`src/boot_strap_regs.vh`:
```
// Register offsets, field positions, flow, lane and state codes for the boot strap block
`ifndef BOOT_STRAP_REGS_VH
`define BOOT_STRAP_REGS_VH
`define OFS_STRAP_STATUS 12'h000
`define OFS_BOOT_CTRL 12'h004
`define OFS_FLASH_CFG 12'h008
`define BIT_FLOW 2:0
`define BIT_ADDR4 3
`define BIT_CAPAR 4
`define BIT_TWO 5
`define BIT_FOUR 6
`define BIT_REL 7
`define BIT_VALID 8
`define BIT_FLOW_BAD 9
`define BIT_LANE_BAD 10
`define BIT_GO 0
`define FLOW_QSPI 3'h0
`define LANES_1 2'h0
`define LANES_2 2'h1
`define LANES_4 2'h2
`define ST_IDLE 2'h0
`define ST_LOAD 2'h1
`define ST_RUN 2'h2
`define ST_HOLD 2'h3
`define SETTLE_LAST 2'h2
`endif

```
`src/strap_sync.v`:
```
// Two-flop synchroniser for one board level
module strap_sync (
   input wire pclk,
   input wire presetn,
   input wire d,
   output reg q
);
   reg meta;
   always @(posedge pclk or negedge presetn) begin
      if (!presetn) begin
         meta <= 1'b0;
         q <= 1'b0;
      end else begin
         meta <= d;
         q <= meta;
      end
   end
endmodule // strap_sync

```
`src/flash_boot_strap_config.v`:
```
// Strap capture and boot flow sequencing for the boot processor
`include "boot_strap_regs.vh"
module flash_boot_strap_config (
   input wire pclk,
   input wire presetn,
   input wire [2:0] boot_flow_select,
   input wire flash_addr_width_strap,
   input wire cmd_addr_parallel_strap,
   input wire two_lane_strap,
   input wire four_lane_strap,
   input wire boot_cpu_release_strap,
   input wire load_done,
   input wire psel,
   input wire penable,
   input wire pwrite,
   input wire [11:0] paddr,
   input wire [31:0] pwdata,
   output reg [31:0] prdata,
   output reg pready,
   output reg pslverr,
   output reg flash_addr_4byte,
   output reg [1:0] flash_lanes,
   output reg cmd_addr_on_lanes,
   output reg load_start,
   output reg boot_cpu_reset_n
);
   wire [7:0] raw;
   wire [7:0] sync;
   reg [1:0] settle;
   reg captured;
   reg [7:0] strap;
   reg [1:0] state;
   reg [1:0] next_state;
   reg go_seen;
   wire flow_ok;
   wire lane_bad;
   wire [10:0] status;
   wire hit;
   assign raw = {boot_cpu_release_strap, four_lane_strap, two_lane_strap,
      cmd_addr_parallel_strap, flash_addr_width_strap, boot_flow_select};
   genvar i;
   generate
      for (i = 0; i < 8; i = i + 1) begin : g_sync
         strap_sync u_sync (
            .pclk(pclk),
            .presetn(presetn),
            .d(raw[i]),
            .q(sync[i])
         );
      end
   endgenerate
   // Wait for the synchronisers to fill before the single capture
   always @(posedge pclk or negedge presetn) begin
      if (!presetn) begin
         settle <= 2'h0;
         captured <= 1'b0;
         strap <= 8'h00;
      end else if (!captured) begin
         settle <= settle + 2'h1;
         if (settle == `SETTLE_LAST) begin
            captured <= 1'b1;
            strap <= sync;
         end
      end
   end
   assign flow_ok = (strap[`BIT_FLOW] == `FLOW_QSPI);
   // Both lanes high is illegal; quad wins so the port stays usable
   assign lane_bad = strap[`BIT_TWO] & strap[`BIT_FOUR];
   always @(posedge pclk or negedge presetn) begin
      if (!presetn) begin
         flash_addr_4byte <= 1'b0;
         flash_lanes <= `LANES_1;
         cmd_addr_on_lanes <= 1'b0;
      end else begin
         flash_addr_4byte <= strap[`BIT_ADDR4];
         cmd_addr_on_lanes <= strap[`BIT_CAPAR];
         if (strap[`BIT_FOUR])
            flash_lanes <= `LANES_4;
         else if (strap[`BIT_TWO])
            flash_lanes <= `LANES_2;
         else
            flash_lanes <= `LANES_1;
      end
   end
   always @* begin
      next_state = state;
      case (state)
         `ST_IDLE: begin
            if (captured) begin
               if (strap[`BIT_REL] && flow_ok)
                  next_state = `ST_LOAD;
               else
                  next_state = `ST_HOLD;
            end
         end
         `ST_LOAD: begin
            if (load_done)
               next_state = `ST_RUN;
         end
         `ST_RUN: next_state = `ST_RUN;
         `ST_HOLD: begin
            // Software may rerun the flow after a held release; a reserved code stays in hold
            if (go_seen && flow_ok)
               next_state = `ST_LOAD;
         end
         default: next_state = `ST_IDLE;
      endcase
   end
   always @(posedge pclk or negedge presetn) begin
      if (!presetn) begin
         state <= `ST_IDLE;
         load_start <= 1'b0;
         boot_cpu_reset_n <= 1'b0;
      end else begin
         state <= next_state;
         load_start <= (state != `ST_LOAD) && (next_state == `ST_LOAD);
         boot_cpu_reset_n <= (next_state == `ST_RUN);
      end
   end
   assign status = {lane_bad, ~flow_ok & captured, captured, strap};
   assign hit = psel & ~penable;
   // Single wait-free APB slave; unmapped offsets answer with pslverr
   always @(posedge pclk or negedge presetn) begin
      if (!presetn) begin
         prdata <= 32'h00000000;
         pready <= 1'b0;
         pslverr <= 1'b0;
         go_seen <= 1'b0;
      end else begin
         pready <= hit;
         pslverr <= 1'b0;
         go_seen <= 1'b0;
         prdata <= 32'h00000000;
         if (hit) begin
            case (paddr)
               `OFS_STRAP_STATUS: prdata <= {21'h000000, status};
               `OFS_BOOT_CTRL: begin
                  prdata <= {30'h00000000, state};
                  if (pwrite)
                     go_seen <= pwdata[`BIT_GO];
               end
               `OFS_FLASH_CFG: prdata <= {28'h0000000, cmd_addr_on_lanes,
                  flash_lanes, flash_addr_4byte};
               default: pslverr <= 1'b1;
            endcase
         end
      end
   end
endmodule // flash_boot_strap_config

```
`config.mk`:
```
export PLATFORM = sky130hd
export DESIGN_NAME = flash_boot_strap_config
export DESIGN_NICKNAME = d
export VERILOG_FILES = /design/src/strap_sync.v /design/src/flash_boot_strap_config.v
export VERILOG_INCLUDE_DIRS = /design/src
export SDC_FILE = /design/constraint.sdc
export NUM_CORES = 1
export LEC_CHECK = 0
export ABC_AREA = 1
export BUFFER_PORTS_ARGS = -buffer_cell sky130_fd_sc_hd__buf_4
export CAP_MARGIN = 20
export CORE_UTILIZATION = 30
export DETAILED_ROUTE_END_ITERATION = 10
export PLACE_DENSITY = 0.61
export SLEW_MARGIN = 20
export SYNTH_ARGS = -nofsm -noshare
export SYNTH_HDL_FRONTEND = slang
export SYNTH_SLANG_ARGS = --single-unit
```
`constraint.sdc`:
```
create_clock -name pclk -period 1.25 [get_ports pclk]
set_input_delay 0.25 -clock pclk [delete_from_list [all_inputs] [get_ports pclk]]
set_output_delay 0.25 -clock pclk [all_outputs]
set_load 0.02 [all_outputs]
```
-- After elaboration in Yosys (flattened, before gate mapping)
Cells that the tools add are included.
Widths: inputs -> output; s select.
- output and inout bits: 40
- register bits after elaboration: 70
- bits of input ports: 58
- add/subtract/negate cells: 1
- eq/ne operators: 9
- muxes and demuxes: 16
- bitwise operators: 6
- reductions and logical operators: 8
- operators with widths (operator ; count):
    $pmux 11 s3 ; 1
    $eq 12x3->1 const B ; 1
    $eq 12x4->1 const B ; 1
    $logic_not 12->1 ; 1
    $mux 11 ; 1
    $mux 2 ; 5
    $eq 2x2->1 const B ; 4
    $mux 1 ; 8
    $pmux 2 s4 ; 1
    $eq 2x1->1 const B ; 2
    $and 1x1->1 ; 3
    $logic_and 1x1->1 ; 3
    $logic_not 3->1 ; 1
    $not 1->1 ; 3
    $reduce_or 3->1 ; 1
    $add 2x1->2 const B ; 1
    $logic_not 2->1 ; 1
    $ne 2x1->1 const B ; 1
    $reduce_and 2->1 ; 1

-- Logic depth before layout (Yosys ltp)
- depth after elaboration: 7
- depth in mapped cells: 8
- depth with buffers taken out: 7

-- Cells and area by module
A second synthesis with hierarchy kept.
- cell total of the unflattened synthesis: 172
- area, all modules: 1911.8 um2
- modules (own cells, without submodules) (module ; instances ; area each (um2) ; cells an instance ; sequential area each (um2)):
    flash_boot_strap_config ; 1 ; 1511.4 ; 156 ; 825.8
    strap_sync ; 8 ; 50.0 ; 2 ; 50.0

-- Worst setup path before layout
OpenSTA, ideal clock, no wires.
- path type: register to register
- from: register settle[0]
- to: register strap[0]
- arrival time: 1.109 ns
- stages on the path, launching flop included: 6
- path buffers: 1
- slack: 0.014 ns
- required time: 1.123 ns
- period minus slack after synthesis: 1.236 ns
- cell sequence: dfrtp_1 > inv_1 > ha_1 > nand2_1 > buf_4 > mux2_1
- longest elaborated chain between the ends: 2
- RTL lines (what ; RTL line ; RTL):
    from (decl) ; flash_boot_strap_config.v:29 ; reg [1:0] settle;
    from (signal assigned) ; flash_boot_strap_config.v:59 ; settle <= settle + 2'h1;
    $eq 2x2->1 (no line) ; -- ;
    $reduce_and 2->1 (no line) ; -- ;
    to (signal assigned) ; flash_boot_strap_config.v:62 ; strap <= sync;
    to (decl) ; flash_boot_strap_config.v:31 ; reg [7:0] strap;
No other way between the ends.
A chain may end at the register's enable or synchronous reset.

-- Final worst setup path
- from: register settle[0]
- to: register strap[3]
The elaborated chain is that of the path after synthesis.

==> reports/summary.txt <==
Top FF cell, synth - dfrtp_1
Seq/Total Area, Yosys - 0.6397
Cell with the most instances after synthesis - dfrtp_1
# DRC - 0
Hold path start - boot_cpu_release_strap
Clk_lat worst skew - 300 ps
Initial antenna violation count - 0
Kind of cell adding the most delay to the critical path - flip-flops
FF-to-FF End - strap[3]
Metal-1 WL - 1310 um
Per-cell routed wire length - 9.951 um
GR Overflow Total - 0
RSZ-0062 raised after global routing - false
Drt pass-1 iters - 4
Synth top cells by count - dfrtp_1, buf_4, nand2_1
Area grow syn2layout - 29.31%
Leading area contributor after synthesis - dfrtp_1
Peak Freq - 0.8574 GHz
Power density over the cells - 1220 nW/um^2
Layout Utilization - 0.4113
Hold EP - g_sync[7].u_sync.meta
Max-slew violation count - 0
Hold Crit Class - primary input to register
DR vias - 1,194
Tcrit/Tclk final - 0.9331
Max FO, Critical Path - 7
GRT Total Usage - 0.1078
Max cap viols - 0
Layout cells sized above 1 - 0.3333
Die Span Y - 81.94 um
HPWL Detailed - 2275 um
Core Area - 6026 sq um
Nets - 292
Peak VDD IR - 559.2 uV
Setup ws final - 83.64 ps
Initial DRC count - 35
Ant diodes - 0
Crit-path cells - inv_1, ha_2, nand2_4, mux2_1
Largest net degree at the start of global routing - 32
CP required - 1430 ps
Worst stage delay on the critical path - 390 ps
Synth warn - 0
Synth Area per Inst - 11.08 sq um
Synth Cell Area - 1917 sq um
Final Hold Viols - 0
Share of the synthesized area in the top cell type - 0.6397
Final antenna-violating net count - 0
Post-Route Skew - 7.133 ps
Port bufs - 45
Synth area leaders - dfrtp_1, buf_4, nand2_1
Final Critical Period - 1166 ps
Root Buffer - clkbuf_8
Slowest-stage cell, CP - dfrtp_1
Max layer used - met4
Setup TNS - 0 ps
Post-synth EDFFs - 0
Outcome - completed
Rows - 28
CTS tree - built
CP Capture Type - register
Worst path depth - 4
DIE WIDTH - 81.94 um
# setup viols final - 0
Place WS - -52.11 ps
Crit Reg-Reg Startpoint - settle[0]
Critical Path Start Type - register
Worst-path clk slew - 80 ps
Post-synthesis sequential element count - 49
R2r setup slk - 80 ps
Crit path kind - register to register
Hold Path Stages - 1
Initial Utilization - 0.3181
Post-Route WL - 3075 um
IO Pins - 98
Wire length on met2 - 1471 um
Post-DR vias/cell - 3.864
Async set-reset flop share out of synthesis - 1.000
Bufs and invs on worst path - 1
Finished Cell Area - 2479 sq um
R2R cell count - 4
Die outline area - 6713 sq um
Met3 wire length - 249 um
Worst path arrival time - 1350 ps
Placed Area - 2330 sq um
GPL Wtd Cong - 0.7880
Bufs on Longest Clock Path - 2
Synth Instances - 173
CTS buffer count - 5
H-tree levels - 2
Leak Pwr - 1.297 nW
Post-synthesis cell type count - 25
Vias in the first global route - 1,144
First-pass GRT wire length - 5188 um
Clk sinks - 49
[flip-flops by register name (all words and copies together) (netlist names)]
| signal | count |
|---|---|
| captured | 1 |
| pready | 1 |
| strap | 8 |
| load_start | 1 |
| settle | 2 |
| flash_lanes | 2 |
| cmd_addr_on_lanes | 1 |
| pslverr | 1 |
| go_seen | 1 |
| g_sync.u_sync.meta | 8 |
| boot_cpu_reset_n | 1 |
| prdata | 11 |
| flash_addr_4byte | 1 |
| g_sync.u_sync.q | 8 |
| state | 2 |
[through the flow]
| step | instances | hold WS (ps) | total power, W |
|---|---|---|---|
| detailed placement | 299 | 143.2 | 0.001918 |
| finish | 309 | 49.77 | 0.003023 |
| CTS | 308 | 35.36 | 0.003074 |
| global placement | 299 | 142.0 | 0.001917 |
| global route | 309 | 25.02 | 0.003175 |
| floorplan | 193 | -45.59 | 0.001836 |
[kinds of logic after synthesis]
group | share of synthesized area
fa+ha+maj | 0.006526
other cells | 0.001956
xor+xnor | 0.004570
simple gates | 0.1567
buf+inv | 0.1338
mux | 0.02937
flops | 0.6397
compound gates | 0.02741
[cells in the final DEF, fill, tap and decap left out, drive strengths merged]
master	n
a21oi	5
a22oi	1
buf	56
bufinv	1
clkbuf	7
conb	21
dfrtp	49
dlygate4sd3	1
ha	1
inv	20
mux2	5
nand2	22
nand3	13
nor2	18
nor3	5
nor4	2
o21ai	4
or2	2
xnor2	1
[layer usage]
metal,vias up,GRT usage
li1,614,-
met1,537,0.1341
met2,39,0.1603
met3,4,0.05444
met4,0,0.03684
met5,-,0
[power breakdown]
part | leakage (nW) | switching (W) | internal [W]
combinational | 0.646 | 0.000143 | 0.0000896
sequential | 0.593 | 0.0000209 | 0.00163
clock | 0.0585 | 0.000485 | 0.000652
[final cells by class]
cell class | instances | area [sq um]
clock inverters | 1 | 30.03
inverters | 20 | 75.07
multi-input cells | 100 | 524.3
repair buffers | 57 | 442.9
clock buffers | 7 | 86.33
flip-flops and latches | 49 | 1226
well taps | 75 | 93.84
fillers | 598 | 3547
[worst max-delay path by stage]
| stage | startpoint | end |
|---|---|---|
| after floorplan | settle[0] | strap[0] |
| after global placement | settle[0] | strap[4] |
| after detailed placement | settle[0] | strap[4] |
| after CTS | settle[0] | strap[1] |
| after global routing | settle[0] | strap[3] |
| final | settle[0] | strap[3] |
[repair_timing]
action | CTS | global route
endpoints found under the hold margin | 18 | 0
resized for setup | 1 | 3
setup buffers | 0 | 1
setup endpoints to repair | 5 | 6
cloned | 0 | 0
hold buffers | 1 | 0
pin swaps | 0 | 1
No activity file was read; power rests on OpenSTA's default activity.
